**config.mk**
```make
export PLATFORM = sky130hd
export DESIGN_NAME = tdmsp_top
export DESIGN_NICKNAME = d
export VERILOG_FILES = /design/src/tdmsp_pkg.sv /design/src/tdmsp_top.sv
export SDC_FILE = /design/constraint.sdc
export NUM_CORES = 1
export LEC_CHECK = 0
export BUFFER_PORTS_ARGS = -buffer_cell sky130_fd_sc_hd__buf_4
export CORE_MARGIN = 2
export CORE_UTILIZATION = 35
export CTS_CLUSTER_DIAMETER = 120
export CTS_CLUSTER_SIZE = 24
export DETAILED_ROUTE_END_ITERATION = 6
export GPL_ROUTABILITY_DRIVEN = 0
export PLACE_DENSITY = 0.52
export SYNTH_ARGS = -nofsm -noshare
export SYNTH_HDL_FRONTEND = slang
export SYNTH_SLANG_ARGS = --single-unit
```
**constraint.sdc**
```tcl
create_clock -name clock -period 16 [get_ports clock]
set_input_delay 0.8 -clock clock [delete_from_list [all_inputs] [get_ports clock]]
set_output_delay 0.8 -clock clock [all_outputs]
set_load 0.02 [all_outputs]
```
**src/tdmsp_pkg.sv**
```systemverilog
// shared constants, register layouts and carrier structs of the tdm serial port
package tdmsp_pkg;
  localparam int          ADDR_W      = 8;
  localparam logic [7:0]  OFS_CFG     = 8'h00;
  localparam logic [7:0]  OFS_RX_MC   = 8'h04;
  localparam logic [7:0]  OFS_TX_MC   = 8'h08;
  localparam logic [7:0]  OFS_RX_CHEN = 8'h0C;
  localparam logic [7:0]  OFS_TX_CHEN = 8'h10;
  localparam logic [7:0]  OFS_RX_DATA = 8'h14;
  localparam logic [7:0]  OFS_TX_DATA = 8'h18;
  localparam logic [7:0]  OFS_STATUS  = 8'h1C;
  localparam logic [1:0]  RESP_OKAY   = 2'h0;
  localparam logic [1:0]  RESP_SLVERR = 2'h2;
  // synchroniser lanes of the pin inputs
  localparam int          PIN_SRC     = 0;
  localparam int          PIN_FS      = 1;
  localparam int          PIN_SCK     = 2;
  localparam int          PIN_RXD     = 3;
  // transmit multichannel modes
  localparam logic [1:0]  TXM_ALL     = 2'h0;
  localparam logic [1:0]  TXM_SEL     = 2'h1;
  localparam logic [1:0]  TXM_MASKED  = 2'h2;
  localparam logic [1:0]  TXM_SYMM    = 2'h3;
  localparam logic        RST_TX_READY = 1'b1;
  localparam logic        RST_TX_EMPTY = 1'b1;

  // configuration register, bit 0 is frame_length_words lsb
  typedef struct packed {
    logic       rx_clock_mode;
    logic       tx_clock_mode;
    logic       clock_resync_enable;
    logic       generator_input_select;
    logic       source_clock_edge_polarity;
    logic       frame_sync_polarity;
    logic       frame_sync_source;
    logic [1:0] first_bit_delay;
    logic [1:0] word_length_code;
    logic [7:0] bit_clock_divider;
    logic [6:0] frame_length_words;
  } tdmsp_cfg_t;

  typedef struct packed {
    logic [6:0] rsvd_hi;
    logic [1:0] rx_part_b_block_sel;
    logic [1:0] rx_part_a_block_sel;
    logic [2:0] rx_current_block;
    logic       rsvd_lo;
    logic       rx_multichannel_enable;
  } tdmsp_rx_mc_t;

  typedef struct packed {
    logic [6:0] rsvd_hi;
    logic [1:0] tx_part_a_block_sel;
    logic [1:0] tx_part_b_block_sel;
    logic [2:0] tx_current_block;
    logic [1:0] tx_multichannel_mode;
  } tdmsp_tx_mc_t;

  typedef struct packed {
    logic [27:0] rsvd;
    logic        clock_aligned;
    logic        tx_shift_empty_flag;
    logic        tx_ready_flag;
    logic        rx_ready_flag;
  } tdmsp_status_t;

  typedef struct packed {
    logic              awvalid;
    logic [ADDR_W-1:0] awaddr;
    logic              wvalid;
    logic [31:0]       wdata;
    logic [3:0]        wstrb;
    logic              bready;
    logic              arvalid;
    logic [ADDR_W-1:0] araddr;
    logic              rready;
  } tdmsp_axi_req_t;

  typedef struct packed {
    logic        awready;
    logic        wready;
    logic        bvalid;
    logic [1:0]  bresp;
    logic        arready;
    logic        rvalid;
    logic [31:0] rdata;
    logic [1:0]  rresp;
  } tdmsp_axi_rsp_t;

  // framing position of one direction
  typedef struct packed {
    logic       active;
    logic [1:0] delay;
    logic [4:0] bit_idx;
    logic [6:0] word_idx;
    logic       fs_prev;
  } tdmsp_dir_t;

  typedef struct packed {
    tdmsp_dir_t nxt;
    logic       proc;
    logic       last;
    logic [4:0] bit_pos;
    logic [6:0] word_pos;
  } tdmsp_step_t;

  typedef struct packed {
    tdmsp_cfg_t        cfg;
    tdmsp_rx_mc_t      rxmc;
    tdmsp_tx_mc_t      txmc;
    logic [31:0]       rx_chen;
    logic [31:0]       tx_chen;
    logic [31:0]       rx_data;
    logic [31:0]       tx_data;
    logic [31:0]       rx_shift;
    logic [31:0]       tx_word;
    logic              rx_ready;
    logic              tx_ready;
    logic              tx_empty;
    logic [3:0]        sync1;
    logic [3:0]        sync2;
    logic [3:0]        sync3;
    logic [7:0]        div_cnt;
    logic              aligned;
    logic              fs_at_rise;
    logic              regen_fs;
    logic              regen_seen;
    logic              gen_fs;
    logic [12:0]       frame_cnt;
    tdmsp_dir_t        rx;
    tdmsp_dir_t        tx;
    logic              dout;
    logic              doe;
    logic              gclk;
    logic              aw_got;
    logic              w_got;
    logic [ADDR_W-1:0] awaddr;
    logic [31:0]       wdata;
    logic [3:0]        wstrb;
    tdmsp_axi_rsp_t    rsp;
  } tdmsp_state_t;
endpackage

```
**src/tdmsp_top.sv**
```systemverilog
// tdm serial port: clock generator, framing, multichannel gating and axi4-lite registers
// What this block does
// RULE1 - clock mode bit picks generator shift clock
// RULE2 - resync aligns bit clock on frame sync
// RULE3 - regenerated frame sync spans one bit; the code holds it high for two bits, until the second tick
// RULE4 - input select takes external source clock
// RULE5 - edge polarity picks falling or rising edge
// RULE6 - divider zero undivided, one halves
// RULE7 - frame sync polarity one means active low
// RULE8 - frame length field is words minus one
// RULE9 - word length code zero gives 8 bits
// RULE10 - first bit delay zero to three bits
// RULE11 - no resync lets bit clock free run
// RULE12 - external frame sync taken when source zero
// RULE13 - frame sync sampled on rising source edge
// RULE14 - channels are words of single-phase frame
// RULE15 - at most 32 of 128 channels enabled
// RULE16 - disabled receive word: no copy, no flag
// RULE17 - disabled transmit word: hi-z, no copy
// RULE18 - masked transmit channel drives hi-z
// RULE19 - receive partition b block select field
// RULE20 - receive partition a block select field
// RULE21 - receive current block field reports block
// RULE22 - receive enable clear enables all channels
// RULE23 - eight blocks of sixteen, even a odd b
// RULE24 - transmit mode zero drives every word
// RULE25 - bit clock is source over divider plus one
// RULE26 - current block follows block boundary crossing
module tdmsp_top (
  input  logic                     clock,
  input  logic                     rst_n,
  input  tdmsp_pkg::tdmsp_axi_req_t axi_req,
  output tdmsp_pkg::tdmsp_axi_rsp_t axi_rsp,
  input  logic                     external_source_clock,
  input  logic                     shift_clock_pin,
  input  logic                     rx_frame_sync_pin,
  input  logic                     rx_serial_in_pin,
  output logic                     tx_serial_out_pin,
  output logic                     tx_serial_oe,
  output logic                     generated_bit_clock
);
  import tdmsp_pkg::*;

  tdmsp_state_t st;
  tdmsp_state_t next_st;

  // one bit-clock step of a direction's framing position
  function automatic tdmsp_step_t tdmsp_step(tdmsp_dir_t d, logic tick, logic fs,
                                             logic [1:0] dly, logic [6:0] flen,
                                             logic [5:0] wb);
    tdmsp_step_t s;
    s     = '0;
    s.nxt = d;
    if (tick) begin
      s.nxt.fs_prev = fs;
      if (fs && !d.fs_prev) begin
        s.nxt.active   = 1'b1;
        s.nxt.bit_idx  = 5'h00;
        s.nxt.word_idx = 7'h00;
        s.proc         = (dly == 2'h0); // RULE10
        s.nxt.delay    = (dly == 2'h0) ? 2'h0 : 2'(dly - 2'h1); // RULE10
      end else if (d.active) begin
        if (d.delay != 2'h0) begin
          s.nxt.delay = 2'(d.delay - 2'h1);
        end else begin
          s.proc = 1'b1;
        end
      end
      if (s.proc) begin
        s.bit_pos  = s.nxt.bit_idx;
        s.word_pos = s.nxt.word_idx;
        s.last     = ({1'b0, s.bit_pos} == 6'(wb - 6'h01));
        if (s.last) begin
          s.nxt.bit_idx = 5'h00;
          // field holds words minus one
          if (s.word_pos == flen) begin // RULE8
            s.nxt.active = 1'b0;
          end else begin
            s.nxt.word_idx = 7'(s.word_pos + 7'h01);
          end
        end else begin
          s.nxt.bit_idx = 5'(s.bit_pos + 5'h01);
        end
      end
    end
    return s;
  endfunction

  // channel selected through its partition block and enable bit
  function automatic logic tdmsp_chan_on(logic [6:0] ch, logic [1:0] blk_a, logic [1:0] blk_b,
                                         logic [31:0] en);
    logic [2:0] blk;
    blk = ch[6:4]; // RULE23
    // only two blocks can match, so at most 32 channels pass
    return (blk[0] ? (blk[2:1] == blk_b) : (blk[2:1] == blk_a)) && en[{blk[0], ch[3:0]}]; // RULE15
  endfunction

  // byte-lane merge for writes
  function automatic logic [31:0] tdmsp_merge(logic [31:0] old, logic [31:0] wd,
                                              logic [3:0] strb);
    logic [31:0] res;
    res = old;
    for (int i = 0; i < 4; i++) begin
      if (strb[i]) begin
        res[8*i +: 8] = wd[8*i +: 8];
      end
    end
    return res;
  endfunction

  logic        src_rise;
  logic        src_edge;
  logic        gen_in;
  logic        gen_tick;
  logic        pin_tick;
  logic        rx_tick;
  logic        tx_tick;
  logic        ext_act;
  logic        realign;
  logic        fs_int;
  logic [5:0]  wb;
  logic [12:0] fbits;
  tdmsp_step_t rs;
  tdmsp_step_t ts;
  logic        rx_en;
  logic        tx_en;
  logic        tx_unm;
  logic        tx_sel;
  logic        copy;
  logic [31:0] tx_src;
  logic [31:0] merged;
  logic [31:0] rd;
  logic [31:0] shifted;
  logic [1:0]  rresp;

  // next-state logic of the whole block
  always_comb begin
    next_st = st;
    // pins pass two flops; the third stage only feeds edge detection
    next_st.sync1 = {rx_serial_in_pin, shift_clock_pin, rx_frame_sync_pin, external_source_clock};
    next_st.sync2 = st.sync1;
    next_st.sync3 = st.sync2;
    wb    = 6'({st.cfg.word_length_code, 3'h0} + 6'h08); // RULE9
    fbits = 13'((13'(st.cfg.frame_length_words) + 13'h0001) * 13'(wb));

    // source clock edges, falling edge chosen by polarity one
    src_rise = !st.sync3[PIN_SRC] && st.sync2[PIN_SRC];
    src_edge = st.cfg.source_clock_edge_polarity ?
               (st.sync3[PIN_SRC] && !st.sync2[PIN_SRC]) : src_rise; // RULE5
    gen_in   = st.cfg.generator_input_select ? src_edge : 1'b1; // RULE4
    pin_tick = st.sync3[PIN_SCK] && !st.sync2[PIN_SCK];
    ext_act  = st.sync2[PIN_FS] ^ st.cfg.frame_sync_polarity; // RULE7

    // resync samples the external frame sync on rising source edges; framing takes ext_act unsampled
    realign = 1'b0;
    if (src_rise) begin
      next_st.fs_at_rise = ext_act; // RULE13
      realign = st.cfg.clock_resync_enable && ext_act && !st.fs_at_rise; // RULE2 RULE13
    end

    // divider: one tick per (divider + 1) generator input events
    gen_tick = 1'b0;
    if (realign) begin
      next_st.div_cnt    = 8'h00; // RULE2
      next_st.aligned    = 1'b1;
      next_st.regen_fs   = 1'b1; // RULE3
      next_st.regen_seen = 1'b0;
    end else if (gen_in) begin
      if (st.div_cnt >= st.cfg.bit_clock_divider) begin
        next_st.div_cnt = 8'h00; // RULE6 RULE25
        gen_tick        = 1'b1;
      end else begin
        next_st.div_cnt = 8'(st.div_cnt + 8'h01); // RULE25
      end
    end
    if (!st.cfg.clock_resync_enable) begin
      next_st.aligned = 1'b0; // RULE11
    end

    // regenerated frame sync stays up across two whole bits, so two ticks see it
    if (gen_tick && st.regen_fs) begin
      next_st.regen_seen = 1'b1;
      if (st.regen_seen) begin
        next_st.regen_fs = 1'b0; // RULE3
      end
    end

    // internal frame sync generator, one bit wide per frame
    if (gen_tick) begin
      if (st.frame_cnt >= 13'(fbits - 13'h0001)) begin
        next_st.frame_cnt = 13'h0000;
        next_st.gen_fs    = 1'b1;
      end else begin
        next_st.frame_cnt = 13'(st.frame_cnt + 13'h0001);
        next_st.gen_fs    = 1'b0;
      end
    end

    // bit clock output: the external source or gen_tick when undivided, else a duty count
    if (st.cfg.bit_clock_divider == 8'h00) begin
      next_st.gclk = st.cfg.generator_input_select ?
                     (st.sync2[PIN_SRC] ^ st.cfg.source_clock_edge_polarity) : gen_tick; // RULE6
    end else begin
      next_st.gclk = (next_st.div_cnt <= (st.cfg.bit_clock_divider >> 1)); // RULE6
    end

    // frame sync source for both directions
    if (st.cfg.clock_resync_enable) begin
      fs_int = st.regen_fs; // RULE3
    end else if (st.cfg.frame_sync_source) begin
      fs_int = st.gen_fs;
    end else begin
      fs_int = ext_act; // RULE12
    end

    rx_tick = st.cfg.rx_clock_mode ? gen_tick : pin_tick; // RULE1
    tx_tick = st.cfg.tx_clock_mode ? gen_tick : pin_tick; // RULE1

    // axi4-lite handshakes
    if (axi_req.awvalid && st.rsp.awready) begin
      next_st.aw_got = 1'b1;
      next_st.awaddr = axi_req.awaddr;
    end
    if (axi_req.wvalid && st.rsp.wready) begin
      next_st.w_got = 1'b1;
      next_st.wdata = axi_req.wdata;
      next_st.wstrb = axi_req.wstrb;
    end
    if (st.rsp.bvalid && axi_req.bready) begin
      next_st.rsp.bvalid = 1'b0;
    end
    merged = 32'h0000_0000;
    if (st.aw_got && st.w_got && !st.rsp.bvalid) begin
      next_st.aw_got     = 1'b0;
      next_st.w_got      = 1'b0;
      next_st.rsp.bvalid = 1'b1;
      next_st.rsp.bresp  = RESP_OKAY;
      if (st.awaddr == OFS_CFG) begin
        merged      = tdmsp_merge(32'(st.cfg), st.wdata, st.wstrb);
        next_st.cfg = tdmsp_cfg_t'(merged[$bits(tdmsp_cfg_t)-1:0]);
      end else if (st.awaddr == OFS_RX_MC) begin
        merged = tdmsp_merge(32'(st.rxmc), st.wdata, st.wstrb);
        next_st.rxmc.rx_part_b_block_sel    = merged[8:7]; // RULE19
        next_st.rxmc.rx_part_a_block_sel    = merged[6:5]; // RULE20
        next_st.rxmc.rx_multichannel_enable = merged[0];
      end else if (st.awaddr == OFS_TX_MC) begin
        merged = tdmsp_merge(32'(st.txmc), st.wdata, st.wstrb);
        next_st.txmc.tx_part_a_block_sel  = merged[8:7];
        next_st.txmc.tx_part_b_block_sel  = merged[6:5];
        next_st.txmc.tx_multichannel_mode = merged[1:0];
      end else if (st.awaddr == OFS_RX_CHEN) begin
        next_st.rx_chen = tdmsp_merge(st.rx_chen, st.wdata, st.wstrb);
      end else if (st.awaddr == OFS_TX_CHEN) begin
        next_st.tx_chen = tdmsp_merge(st.tx_chen, st.wdata, st.wstrb);
      end else if (st.awaddr == OFS_TX_DATA) begin
        next_st.tx_data  = tdmsp_merge(st.tx_data, st.wdata, st.wstrb);
        next_st.tx_ready = 1'b0;
      end else if (st.awaddr == OFS_RX_DATA || st.awaddr == OFS_STATUS) begin
        next_st.rsp.bresp = RESP_OKAY;
      end else begin
        next_st.rsp.bresp = RESP_SLVERR;
      end
    end
    next_st.rsp.awready = !next_st.aw_got && !next_st.rsp.bvalid;
    next_st.rsp.wready  = !next_st.w_got && !next_st.rsp.bvalid;

    // read decode
    rd    = 32'h0000_0000;
    rresp = RESP_OKAY;
    if (axi_req.araddr == OFS_CFG) begin
      rd = 32'(st.cfg);
    end else if (axi_req.araddr == OFS_RX_MC) begin
      rd = 32'(st.rxmc); // RULE21
    end else if (axi_req.araddr == OFS_TX_MC) begin
      rd = 32'(st.txmc);
    end else if (axi_req.araddr == OFS_RX_CHEN) begin
      rd = st.rx_chen;
    end else if (axi_req.araddr == OFS_TX_CHEN) begin
      rd = st.tx_chen;
    end else if (axi_req.araddr == OFS_RX_DATA) begin
      rd = st.rx_data;
    end else if (axi_req.araddr == OFS_TX_DATA) begin
      rd = st.tx_data;
    end else if (axi_req.araddr == OFS_STATUS) begin
      rd = 32'(tdmsp_status_t'({28'h0000000, st.aligned, st.tx_empty, st.tx_ready,
                                st.rx_ready}));
    end else begin
      rresp = RESP_SLVERR;
    end
    if (st.rsp.rvalid && axi_req.rready) begin
      next_st.rsp.rvalid = 1'b0;
    end
    if (axi_req.arvalid && st.rsp.arready) begin
      next_st.rsp.rvalid = 1'b1;
      next_st.rsp.rdata  = rd;
      next_st.rsp.rresp  = rresp;
      if (axi_req.araddr == OFS_RX_DATA) begin
        next_st.rx_ready = 1'b0;
      end
    end
    next_st.rsp.arready = !next_st.rsp.rvalid;

    // receive path; a new word outranks a clearing read
    rs         = tdmsp_step(st.rx, rx_tick, fs_int, st.cfg.first_bit_delay,
                            st.cfg.frame_length_words, wb);
    next_st.rx = rs.nxt;
    rx_en      = !st.rxmc.rx_multichannel_enable ||
                 tdmsp_chan_on(rs.word_pos, st.rxmc.rx_part_a_block_sel,
                               st.rxmc.rx_part_b_block_sel, st.rx_chen); // RULE22 RULE14
    shifted    = {st.rx_shift[30:0], st.sync2[PIN_RXD]};
    if (rs.proc) begin
      next_st.rx_shift              = shifted;
      next_st.rxmc.rx_current_block = rs.word_pos[6:4]; // RULE21 RULE26
      if (rs.last && rx_en) begin
        next_st.rx_data  = shifted & (32'hFFFF_FFFF >> (6'h20 - wb)); // RULE16
        next_st.rx_ready = 1'b1; // RULE16
      end
    end

    // transmit enable and mask per multichannel mode
    ts         = tdmsp_step(st.tx, tx_tick, fs_int, st.cfg.first_bit_delay,
                            st.cfg.frame_length_words, wb);
    next_st.tx = ts.nxt;
    tx_sel     = tdmsp_chan_on(ts.word_pos, st.txmc.tx_part_a_block_sel,
                               st.txmc.tx_part_b_block_sel, st.tx_chen);
    case (st.txmc.tx_multichannel_mode)
      TXM_ALL: begin
        tx_en  = 1'b1; // RULE24
        tx_unm = 1'b1; // RULE24
      end
      TXM_SEL: begin
        tx_en  = tx_sel;
        tx_unm = tx_sel;
      end
      TXM_MASKED: begin
        tx_en  = 1'b1;
        tx_unm = tx_sel;
      end
      default: begin
        tx_en  = tdmsp_chan_on(ts.word_pos, st.rxmc.rx_part_a_block_sel,
                               st.rxmc.rx_part_b_block_sel, st.rx_chen);
        tx_unm = tx_sel;
      end
    endcase

    // buffer-to-shift copy at word start; copy takes data written this cycle
    copy   = ts.proc && (ts.bit_pos == 5'h00) && tx_en; // RULE17
    tx_src = copy ? next_st.tx_data : st.tx_word;
    if (copy) begin
      next_st.tx_word  = next_st.tx_data;
      next_st.tx_empty = next_st.tx_ready; // buffer never refilled: stale word resent
      next_st.tx_ready = 1'b1;
    end
    if (ts.proc) begin
      next_st.txmc.tx_current_block = ts.word_pos[6:4];
      next_st.dout = tx_src[5'(wb - 6'h01 - {1'b0, ts.bit_pos})];
      next_st.doe  = tx_en && tx_unm; // RULE17 RULE18
    end else if (tx_tick && !st.tx.active) begin
      next_st.doe = 1'b0; // idle between frames stays hi-z
    end
  end

  // the single state register
  always_ff @(posedge clock or negedge rst_n) begin
    if (!rst_n) begin
      st          <= '0;
      st.tx_ready <= RST_TX_READY;
      st.tx_empty <= RST_TX_EMPTY;
    end else begin
      st <= next_st;
    end
  end

  // outputs straight from the state register
  assign axi_rsp             = st.rsp;
  assign tx_serial_out_pin   = st.dout;
  assign tx_serial_oe        = st.doe;
  assign generated_bit_clock = st.gclk;
endmodule
```
==> Yosys cells after proc, flatten, opt, wreduce, memory -nomap -nowiden <==
Cells that the tools add are included.
{ "word_totals": {"reg_bits": 396, "input_bits": 63, "out_inout_bits": 44} }
{ "op_classes": {"n_addsub": 15, "mul": 1, "magnitude_cmp": 6, "eq_ne": 27, "shifts": 1, "n_mux": 129, "bitwise": 7, "reduce_logical": 74} }
{ "ops": {"columns": ["operator", "n"], "rows": [
  ["two-way mux 32 bit", 15],
  ["two-way mux 12 bit", 6],
  ["== test 8 x 5 -> 1 bit (second input constant)", 8],
  ["two-way mux 1 bit", 56],
  ["two-way mux 8 bit", 7],
  ["two-way mux 2 bit", 26],
  ["two-way mux 14 bit", 3],
  ["two-way mux 35 bit", 1],
  ["bitwise AND 32 bit", 1],
  ["== test 8 x 4 -> 1 bit (second input constant)", 4],
  [">> shifter 32 x 6 -> 32 bit (first input constant)", 1],
  ["two-way mux 7 bit", 4],
  ["AND reduction 7 bit", 4],
  ["two-way mux 13 bit", 2],
  ["logical AND 1 bit", 25],
  ["zero test 8 bit", 3],
  ["AND reduction 6 bit", 4],
  ["binary-select mux 1 bit (select 5 bit)", 4],
  ["less-than comparator 5 x 6 -> 1 bit (second input constant)", 3],
  ["AND reduction 3 bit", 6],
  ["== test 8 x 3 -> 1 bit (second input constant)", 2],
  ["nonzero test 2 bit", 8],
  ["adder 7 x 1 -> 7 bit (second input constant)", 2],
  ["== test 7 bit", 2],
  ["33 further kinds", 63]
]} }

==> Logic depth before layout (Yosys ltp) <==
Gate-level depths: netlist of the first run.
{ "logic_depth": {"ltp_word": 19, "depth_mapped": 24} }

==> Worst setup path after synthesis of the first run <==
No wires, ideal clock.
{ "synth_timing": {"kind": "reg-to-reg", "startpoint": "register st[402] in the netlist's numbering", "endpoint": "register st[127] in the netlist's numbering", "arrival_time_ns": 5.600, "required_ns": 15.905, "slack_ns": 10.305, "stages_incl_launch_ff": 23, "path_buffers": 2, "cell_sequence": "dfrtp_1 clkbuf_1 inv_1 ha_1 clkbuf_1 nand2_1 ha_1 fa_1 inv_1 ha_1 ha_1 ha_1 fa_1 inv_1 ha_1 a21o_1 a21o_1 a21o_1 a21o_1 a21o_1 a211o_1 or2_2 o31ai_1"} }
{ "synth_via": {"elab_chain_len": 5} }
{ "synth_rtl": {"columns": ["item", "line", "source"], "rows": [
  ["start, declared", "tdmsp_top.sv:44", "tdmsp_state_t st;"],
  ["start signal, assigned", "tdmsp_top.sv:370", "st <= next_st;"],
  ["adder 5 x 4 -> 6 bit", "tdmsp_top.sv:143", "wb = 6'({st.cfg.word_length_code, 3'h0} + 6'h08);"],
  ["multiplier 8 x 6 -> 13 bit", "tdmsp_top.sv:144", "fbits = 13'((13'(st.cfg.frame_length_words) + 13'h0001) * 13'(wb));"],
  ["subtractor 13 x 1 -> 13 bit", "tdmsp_top.sv:190", "if (st.frame_cnt >= 13'(fbits - 13'h0001)) begin"],
  [">= comparator 13 bit", "tdmsp_top.sv:190", null],
  ["two-way mux 14 bit", "tdmsp_top.sv:190", null]
]} }
Every way passes these cells.
A chain may end at the register's enable or synchronous reset.

==> Final worst setup path of the first run <==
{ "layout_timing": {"startpoint": "register st[397] in the netlist's numbering", "endpoint": "register st, in the netlist tx_serial_out_pin"} }
{ "layout_via": {"elab_chain_len": 14, "elab_cells_between_ends": 26, "cone_classes": "add/sub (1); order compare (1); eq/ne (4); mux (15); reduce/logical (5)"} }
{ "layout_rtl": {"columns": ["item", "line", "source"], "rows": [
  [">= comparator 8 bit (*)", "tdmsp_top.sv:169", "if (st.div_cnt >= st.cfg.bit_clock_divider) begin"],
  ["two-way mux 1 bit (*)", "tdmsp_top.sv:169", null],
  ["two-way mux 1 bit (*)", "tdmsp_top.sv:168", "end else if (gen_in) begin"],
  ["two-way mux 1 bit (*)", "tdmsp_top.sv:163", "if (realign) begin"],
  ["two-way mux 1 bit (*)", "tdmsp_top.sv:217", "tx_tick = st.cfg.tx_clock_mode ? gen_tick : pin_tick;"],
  ["two-way mux 14 bit (*)", "tdmsp_top.sv:54", "if (tick) begin"],
  ["binary-select mux 1 bit (select 5 bit) / == test 2 bit (equally long branches)", "tdmsp_top.sv:95", "return (blk[0] ? (blk[2:1] == blk_b) : (blk[2:1] == blk_a)) && en[{blk[0], ch[3:0]}];"],
  ["two-way mux 1 bit (implied by the code)", "tdmsp_top.sv:95", null],
  ["logical AND 1 bit", "tdmsp_top.sv:95", null],
  ["one-hot mux 1 bit (2 select lines)", "tdmsp_top.sv:326", "case (st.txmc.tx_multichannel_mode)"],
  ["logical AND 1 bit", "tdmsp_top.sv:347", "copy = ts.proc && (ts.bit_pos == 5'h00) && tx_en;"],
  ["two-way mux 32 bit", null, null],
  ["binary-select mux 1 bit (select 5 bit)", "tdmsp_top.sv:356", "next_st.dout = tx_src[5'(wb - 6'h01 - {1'b0, ts.bit_pos})];"],
  ["two-way mux 1 bit (implied by the code)", "tdmsp_top.sv:356", null]
]} }
Every way passes the cells marked *; elsewhere a longest branch is shown, timed or not. The select of a mux whose other input is x is not followed.

==> impl_metrics.xml, run 1 <==
<?xml version="1.0" encoding="UTF-8"?>
<metrics>
  <group name="sta">
    <metric name="slew_headroom" unit="%">20.0</metric>
    <metric name="grt_setup_unrepaired" unit="">no</metric>
    <metric name="period_share" unit="%">39.4</metric>
    <metric name="slew_at_the_pin_closest_to_its_max_slew_limit" unit="ns">1.19</metric>
    <metric name="clock.fmax" unit="MHz">158</metric>
    <metric name="timing.final.max_slew_violations" unit="">0</metric>
    <metric name="timing.setup.tns" unit="ns">0</metric>
    <metric name="fin_worst_hold_slack" unit="ns">0.227</metric>
    <metric name="clock-skew-final" unit="ns">0.0273</metric>
    <metric name="finalCriticalPeriod" unit="ns">6.31</metric>
    <metric name="finalSetupViolations" unit="">0</metric>
    <metric name="hold_viol_final" unit="">0</metric>
  </group>
  <group name="setup_path">
    <metric name="timing.critical_path.arrival" unit="ns">6.80</metric>
    <metric name="reg2reg_capture_point" unit="">tx_serial_out_pin</metric>
    <metric name="end_kind" unit="">register</metric>
    <metric name="timing.reg2reg.worst_path_depth" unit="">16</metric>
    <metric name="rr_startpoint" unit="">st[397]</metric>
    <metric name="critPathMaxFanout" unit="">35</metric>
    <metric name="critPathRequiredTime" unit="ns">16.49</metric>
    <metric name="setup.worst_path.start_class" unit="">register</metric>
    <metric name="setup.reg_to_reg.worst_slack" unit="ns">9.69</metric>
    <metric name="worstSetupPathType" unit="">register to register</metric>
  </group>
  <group name="pwr">
    <metric name="p_leak" unit="nW">10.4</metric>
    <metric name="irDropWorstVdd" unit="mV">0.0767</metric>
    <metric name="power.total" unit="W">0.00305</metric>
    <metric name="p_per_area" unit="nW/µm²">135</metric>
  </group>
  <group name="route">
    <metric name="avgRoutedWirePerCell" unit="µm">22.9</metric>
    <metric name="antenna_violating_nets_post_route" unit="">0</metric>
    <metric name="vias" unit="">15900</metric>
    <metric name="routed_via_density" unit="">5.59</metric>
    <metric name="drt_drc_violations_left" unit="">0</metric>
    <metric name="totalWireLength" unit="mm">65.0</metric>
    <metric name="detailedRoute.firstIterationViolations" unit="">1697</metric>
    <metric name="drt-pass1-iter-count" unit="">6</metric>
  </group>
  <group name="clock_network">
    <metric name="clk_path_buf_depth" unit="">3</metric>
    <metric name="path_clk_slew" unit="ns">0.11</metric>
    <metric name="ctsHtreeMaxLevel" unit="">1</metric>
    <metric name="insertion_delay" unit="ns">0.57</metric>
    <metric name="post_cts.repair.setup_buffers" unit="">0</metric>
    <metric name="cts_hold_buf" unit="">0</metric>
    <metric name="tritoncts_clock_tree" unit="">built</metric>
    <metric name="root_buffer" unit="">sky130_fd_sc_hd__clkbuf_16</metric>
    <metric name="post_cts.resized_instances" unit="">0</metric>
    <metric name="cts_inserted_buffers" unit="">20</metric>
    <metric name="clock-sinks" unit="">393</metric>
  </group>
  <group name="yosys">
    <metric name="dominantRegCellSynth" unit="">sky130_fd_sc_hd__dfrtp_1</metric>
    <metric name="post_synthesis_register_bit_count" unit="">393</metric>
    <metric name="netlist_area" unit="µm²">20800</metric>
    <metric name="synth.lib_cells_used.distinct" unit="">87</metric>
    <metric name="synthCells" unit="">2050</metric>
    <metric name="ys_async_rst_share" unit="%">100</metric>
    <metric name="synth_area_per_inst" unit="µm²">10.1</metric>
    <metric name="synthesis.yosys.warnings" unit="">0</metric>
    <metric name="yosysSeqAreaShare" unit="%">47.3</metric>
    <metric name="synth_enable_flop_cells" unit="">0</metric>
  </group>
  <group name="cells_and_area">
    <metric name="synthToLayoutAreaGrowth" unit="%">8.82</metric>
    <metric name="seqCellArea" unit="µm²">9840</metric>
    <metric name="layout.nets" unit="">2195</metric>
    <metric name="fin_util" unit="%">38.4</metric>
    <metric name="multi_input_area" unit="µm²">9990</metric>
    <metric name="share_of_cells_above_drive_strength_1" unit="%">18.9</metric>
    <metric name="final.fill_count" unit="">5767</metric>
  </group>
  <group name="global_routing">
    <metric name="antenna_violations_before_repair" unit="">0</metric>
    <metric name="grt_start_max_net_pins" unit="">170</metric>
    <metric name="total_grt_usage" unit="%">21.2</metric>
    <metric name="global_route_wire_length_before_repair" unit="mm">98.4</metric>
    <metric name="number_of_global_route_vias_before_repair" unit="">15500</metric>
    <metric name="grt-ovfl-total" unit="">0</metric>
  </group>
  <group name="die">
    <metric name="die_h" unit="µm">248</metric>
    <metric name="die_x" unit="µm">248</metric>
    <metric name="io_pins" unit="">107</metric>
    <metric name="die_area" unit="µm²">61400</metric>
    <metric name="floorplan.rows" unit="">89</metric>
    <metric name="floorplan.initialDensity" unit="%">35.3</metric>
    <metric name="placeableCoreArea" unit="µm²">58900</metric>
  </group>
  <group name="placement">
    <metric name="dp_hpwl" unit="mm">47.5</metric>
    <metric name="io_buffers" unit="">104</metric>
  </group>
  <group name="job">
    <metric name="drv.max_cap_violation_count" unit="">0</metric>
  </group>
  <group name="status">
    <metric name="run_status" unit="">complete, no violations</metric>
  </group>
  <group name="min_path">
    <metric name="min_path_type" unit="">input pin to async pin</metric>
  </group>
</metrics>
metal layers:
metal | global-route usage [%] | up-vias | part of all wire [%]
met5 | 0 | - | 0
met4 | 6.83 | 0 | 3.3
met3 | 3.43 | 95 | 6.2
met2 | 33.8 | 511 | 46
met1 | 29.4 | 8055 | 44
li1 | - | 7215 | -
cell type report:
class,instances,share of cell area [%]
Clock inverter,1,0.0719
Inverter,73,1.21
Antenna cell,1,0.0111
Timing Repair Buffer,127,4.30
Tap cell,773,4.27
Clock buffer,29,2.50
Multi-Input combinational cell,1442,44.2
Sequential cell,393,43.5
worst max path at each step:
stage / endpoint / slack, ns / start
after CTS: tx_serial_out_pin / 9.83 / st[400]
after detailed placement: tx_serial_out_pin / 9.88 / st[140]
after global routing: tx_serial_out_pin / 9.22 / st[397]
after floorplan: st[127] / 10.30 / st[402]
after global placement: tx_serial_out_pin / 10.17 / st[140]
final: tx_serial_out_pin / 9.69 / st[397]
worst max-delay path: stages (launching register included):
cell and delay [ns]:
sky130_fd_sc_hd__dfrtp_1 0.43, sky130_fd_sc_hd__inv_1 0.09, sky130_fd_sc_hd__ha_1 0.27, sky130_fd_sc_hd__o21a_1 0.12, sky130_fd_sc_hd__nor2_1 0.05, sky130_fd_sc_hd__o31ai_2 0.62
sky130_fd_sc_hd__a31o_1 0.98, sky130_fd_sc_hd__nand3_4 0.34, sky130_fd_sc_hd__a2111oi_0 0.62, sky130_fd_sc_hd__a31o_1 0.18, sky130_fd_sc_hd__a311oi_1 0.15, sky130_fd_sc_hd__o41ai_4 0.46
sky130_fd_sc_hd__o21ai_2 0.19, sky130_fd_sc_hd__nand2_1 0.90, sky130_fd_sc_hd__o21ai_0 0.24, sky130_fd_sc_hd__a221o_1 0.38, sky130_fd_sc_hd__a32oi_1 0.21
cell usage after synthesis, types with 23 or more instances:
cell	count	share of area [%]
sky130_fd_sc_hd__nor2_1	195	3.5
sky130_fd_sc_hd__o21ai_0	73	1.8
sky130_fd_sc_hd__a31oi_1	40	1.2
sky130_fd_sc_hd__dfrtp_1	391	47
sky130_fd_sc_hd__ha_1	68	4.1
sky130_fd_sc_hd__clkbuf_1	82	1.5
sky130_fd_sc_hd__buf_4	43	1.6
sky130_fd_sc_hd__nand3_1	52	1.3
sky130_fd_sc_hd__mux2_2	209	11
sky130_fd_sc_hd__xor2_1	23	0.97
sky130_fd_sc_hd__a21oi_1	57	1.4
sky130_fd_sc_hd__inv_1	72	1.3
sky130_fd_sc_hd__nand2_1	292	5.3
sky130_fd_sc_hd__xnor2_1	28	1.2
sky130_fd_sc_hd__a22oi_1	39	1.4
sky130_fd_sc_hd__mux2i_1	44	2.1
cell usage in the layout (no fill, tap or decap), drive strengths merged, types with 5 or more instances in the layout:
master / netlist / final
a2111oi: 6 / 6
a211oi: 11 / 11
a21o: 17 / 17
a21oi: 57 / 57
a221o: 7 / 7
a222oi: 21 / 21
a22o: 8 / 8
a22oi: 39 / 39
a31oi: 41 / 41
and2: 19 / 19
and3: 14 / 14
and4: 5 / 5
buf: 61 / 127
clkbuf: 82 / 29
dfrtp: 391 / 391
fa: 7 / 7
ha: 68 / 68
inv: 72 / 72
mux2: 210 / 210
mux2i: 44 / 44
nand2: 296 / 296
nand2b: 19 / 19
nand3: 53 / 53
nand4: 22 / 22
nor2: 197 / 197
nor2b: 20 / 20
nor3: 19 / 19
nor4: 6 / 6
nor4bb: 7 / 7
o211ai: 10 / 10
o21a: 6 / 6
o21ai: 75 / 75
o22ai: 8 / 8
o31ai: 14 / 14
o32ai: 9 / 9
xnor2: 28 / 28
xor2: 24 / 24
metrics by stage:
| step | cell area, µm² | std cells | worst slack, ns |
|---|---|---|---|
| after floorplan | 20800 | 2051 | 10.30 |
| after global placement | 22000 | 2808 | 10.17 |
| after detailed placement | 22000 | 2808 | 9.88 |
| after CTS | 22600 | 2838 | 9.83 |
| after global routing | 22600 | 2838 | 9.22 |
| final | 22600 | 2839 | 9.69 |
where the power goes:
group	total, W	internal [W]	switching (W)	leakage (nW)
Clock	0.000588	0.000249	0.000339	0.281
Sequential	0.00144	0.00119	0.000254	5.17
Combinational	0.00102	0.000453	0.000570	4.93
sequential cells by signal, summed over array words and instances, names as in the netlist:
| name | cells |
|---|---|
| tx_serial_out_pin | 1 |
| axi_rsp | 39 |
| st | 312 |
| tx_serial_oe | 1 |
| next_st | 8 |
| generated_bit_clock | 1 |
| shifted | 31 |
cells by family (layout without fill, tap and decap cells):
group / count (synthesis) / in the layout / share of synthesized area, %
other: 1 / 3 / 0.0180
adder cells (fa/ha/maj): 75 / 75 / 4.77
AO/OA/AOI/OAI: 365 / 365 / 12.3
AND/OR/NAND/NOR: 694 / 694 / 15.0
flip-flops: 393 / 393 / 47.3
buffers and inverters: 216 / 230 / 4.88
multiplexers: 254 / 254 / 13.5
XOR/XNOR: 52 / 52 / 2.23
Power figures use the tool's default switching activity.
==> inputs of run 2 (changes only) <==
clock period = 6.3 ns   (was 16 ns; I/O delays follow)
==> run 2 against run 1 <==
Compared with the run above:
- worst setup slack worse by 8.9 ns
- routed wire length up 0.58%
- cell area up 2.8%
- highest routed layer unchanged
- non-clock buffer count up 62
- cell count up 2.2%
- sequential power rose to 2.5 times the previous value
- critical path type unchanged
- global-route usage about the same
==> impl_metrics.xml, run 2 (same netlist as run 1, synthesis figures left out) <==
<?xml version="1.0" encoding="UTF-8"?>
<metrics>
  <group name="status">
    <metric name="run_status" unit="">complete, no violations</metric>
  </group>
  <group name="clock_network">
    <metric name="root_buffer" unit="">sky130_fd_sc_hd__clkbuf_16</metric>
    <metric name="cts_inserted_buffers" unit="">20</metric>
    <metric name="clock-sinks" unit="">393</metric>
    <metric name="ctsHtreeMaxLevel" unit="">1</metric>
    <metric name="path_clk_slew" unit="ns">0.10</metric>
    <metric name="clk_path_buf_depth" unit="">3</metric>
    <metric name="tritoncts_clock_tree" unit="">built</metric>
    <metric name="insertion_delay" unit="ns">0.56</metric>
    <metric name="post_cts.resized_instances" unit="">0</metric>
  </group>
  <group name="setup_path">
    <metric name="rr_startpoint" unit="">st[402]</metric>
    <metric name="source_of_the_critical_timing_path" unit="">st[402]</metric>
    <metric name="end_kind" unit="">register</metric>
    <metric name="reg2reg_capture_point" unit="">st[127]</metric>
    <metric name="worstSetupPathType" unit="">register to register</metric>
    <metric name="setup.worst_path.start_class" unit="">register</metric>
    <metric name="setup.reg_to_reg.worst_slack" unit="ns">0.76</metric>
    <metric name="setup.worst_path.end" unit="">st[127]</metric>
    <metric name="timing.reg2reg.worst_path_depth" unit="">20</metric>
    <metric name="critPathMaxFanout" unit="">13</metric>
    <metric name="timing.critical_path.arrival" unit="ns">6.00</metric>
    <metric name="critPathRequiredTime" unit="ns">6.76</metric>
  </group>
  <group name="sta">
    <metric name="hold_viol_final" unit="">0</metric>
    <metric name="clock-skew-final" unit="ns">0.0186</metric>
    <metric name="grt_setup_unrepaired" unit="">no</metric>
    <metric name="slew_headroom" unit="%">31.0</metric>
    <metric name="clock.fmax" unit="MHz">180</metric>
    <metric name="timing.setup.tns" unit="ns">0</metric>
    <metric name="fin_worst_hold_slack" unit="ns">0.0155</metric>
    <metric name="finalSetupViolations" unit="">0</metric>
    <metric name="finalCriticalPeriod" unit="ns">5.54</metric>
    <metric name="period_share" unit="%">88.0</metric>
    <metric name="slew_at_the_pin_closest_to_its_max_slew_limit" unit="ns">1.03</metric>
    <metric name="timing.final.max_slew_violations" unit="">0</metric>
  </group>
  <group name="pwr">
    <metric name="p_per_area" unit="nW/µm²">334</metric>
    <metric name="irDropWorstVdd" unit="mV">0.175</metric>
    <metric name="p_leak" unit="nW">10.7</metric>
  </group>
  <group name="placement">
    <metric name="io_buffers" unit="">104</metric>
    <metric name="dp_hpwl" unit="mm">47.5</metric>
  </group>
  <group name="global_routing">
    <metric name="total_grt_usage" unit="%">21.2</metric>
    <metric name="global_route_wire_length_before_repair" unit="mm">99.3</metric>
    <metric name="grt_start_max_net_pins" unit="">175</metric>
    <metric name="antenna_violations_before_repair" unit="">0</metric>
    <metric name="grt-ovfl-total" unit="">0</metric>
    <metric name="number_of_global_route_vias_before_repair" unit="">15800</metric>
  </group>
  <group name="cells_and_area">
    <metric name="regMostFlops" unit="">st</metric>
    <metric name="largest_reg_flops" unit="">312</metric>
    <metric name="final_cell_mix" unit="">sky130_fd_sc_hd__dfrtp_1, sky130_fd_sc_hd__nand2_1, sky130_fd_sc_hd__mux2_2, sky130_fd_sc_hd__nor2_1, sky130_fd_sc_hd__buf_4</metric>
    <metric name="share_of_cells_above_drive_strength_1" unit="%">18.9</metric>
    <metric name="synthToLayoutAreaGrowth" unit="%">11.8</metric>
    <metric name="layout.cells.most_common" unit="">sky130_fd_sc_hd__dfrtp_1</metric>
    <metric name="layout.nets" unit="">2257</metric>
    <metric name="final.fill_count" unit="">5746</metric>
    <metric name="count_of_inserted_antenna_diode_cells" unit="">0</metric>
  </group>
  <group name="route">
    <metric name="antenna_violating_nets_post_route" unit="">0</metric>
    <metric name="drt-pass1-iter-count" unit="">5</metric>
    <metric name="routed_via_density" unit="">5.53</metric>
    <metric name="detailedRoute.firstIterationViolations" unit="">1381</metric>
    <metric name="avgRoutedWirePerCell" unit="µm">22.5</metric>
    <metric name="totalWireLength" unit="mm">65.4</metric>
    <metric name="drt_drc_violations_left" unit="">0</metric>
    <metric name="vias" unit="">16100</metric>
  </group>
  <group name="die">
    <metric name="placeableCoreArea" unit="µm²">58900</metric>
    <metric name="die_x" unit="µm">248</metric>
    <metric name="io_pins" unit="">107</metric>
    <metric name="die_h" unit="µm">248</metric>
    <metric name="floorplan.rows" unit="">89</metric>
    <metric name="floorplan.initialDensity" unit="%">35.3</metric>
    <metric name="die_area" unit="µm²">61400</metric>
  </group>
  <group name="min_path">
    <metric name="min_path_type" unit="">input pin to register</metric>
  </group>
  <group name="job">
    <metric name="drv.max_cap_violation_count" unit="">0</metric>
  </group>
</metrics>
[run 2: cell count changes in the layout (fill, tap and decap cells not counted), sizes merged]
cell / previous run / this run
buf: 127 / 138
clkbuf: 29 / 28
dlygate4sd3: 0 / 51
inv: 72 / 73
bufinv: 0 / 1
diode: 1 / 0
[run 2: cell type report]
cell class	count	area (µm²)	share of cell area, %
Clock buffer	28	552	2.37
Clock inverter	3	43.8	0.188
Inverter	73	274	1.18
Multi-Input combinational cell	1442	9990	43.0
Sequential cell	393	9840	42.3
Tap cell	773	967	4.16
Timing Repair Buffer	189	1590	6.84
[run 2: worst min path at each step]
stage / slack [ns] / cells after the start / end / from
2_1_floorplan: 0.02 / 0 / axi_rsp[10] / rst_n
3_3_place_gp: 0.27 / 1 / st[132] / rst_n
3_5_place_dp: 0.28 / 1 / st[134] / rst_n
4_1_cts: 0.002 / 3 / st[86] / axi_req[56]
5_1_grt: 0.04 / 3 / st[86] / axi_req[56]
6_report: 0.02 / 3 / st[86] / axi_req[56]
[run 2: power breakdown]
| group | internal, W | switching [W] |
|---|---|---|
| Combinational | 0.00117 | 0.00144 |
| Clock | 0.000662 | 0.000855 |
| Sequential | 0.00301 | 0.000628 |
| Total | 0.00485 | 0.00293 |
[run 2: stage by stage]
step                utilization [%]  setup slack (ns)  cells  cell area [µm²]  power, W
global route                   39.5             0.456   2901            23300   0.00827
floorplan                         -             0.605   2051            20800   0.00534
detailed placement             37.6             0.757   2819            22200   0.00628
CTS                            39.5             0.727   2901            23300   0.00782
finish                         39.5             0.759   2901            23300   0.00777
global placement               37.6             0.883   2819            22200   0.00620
[run 2: critical path, cell delays in order, from the launching register on]
cell,delay (ns)
sky130_fd_sc_hd__dfrtp_1,0.36
sky130_fd_sc_hd__inv_1,0.11
sky130_fd_sc_hd__ha_1,0.58
sky130_fd_sc_hd__nand2_1,0.10
sky130_fd_sc_hd__ha_1,0.31
sky130_fd_sc_hd__fa_1,0.54
sky130_fd_sc_hd__inv_1,0.04
sky130_fd_sc_hd__ha_1,0.29
sky130_fd_sc_hd__ha_1,0.30
sky130_fd_sc_hd__ha_1,0.23
sky130_fd_sc_hd__fa_1,0.48
sky130_fd_sc_hd__inv_1,0.04
sky130_fd_sc_hd__ha_1,0.29
sky130_fd_sc_hd__a21o_1,0.16
sky130_fd_sc_hd__a21o_1,0.18
sky130_fd_sc_hd__a21o_1,0.17
sky130_fd_sc_hd__a21o_1,0.17
sky130_fd_sc_hd__a21o_1,0.17
sky130_fd_sc_hd__a211o_1,0.37
sky130_fd_sc_hd__or2_2,0.35
sky130_fd_sc_hd__o31ai_1,0.21
[run 2: timing repair]
item	4_1_cts	5_1_grt
endpoints found under the hold margin	103	0
hold buffers	51	0
buffers inserted	0	0
[run 2: metal layers]
metal / GRT usage [%] / vias to the layer above / routed length (µm)
met2: 35.0 / 479 / 30900
met1: 29.5 / 8180 / 29200
li1: - / 7334 / -
met4: 4.54 / 0 / 1310
met3: 3.23 / 64 / 3990
met5: 0 / - / 0
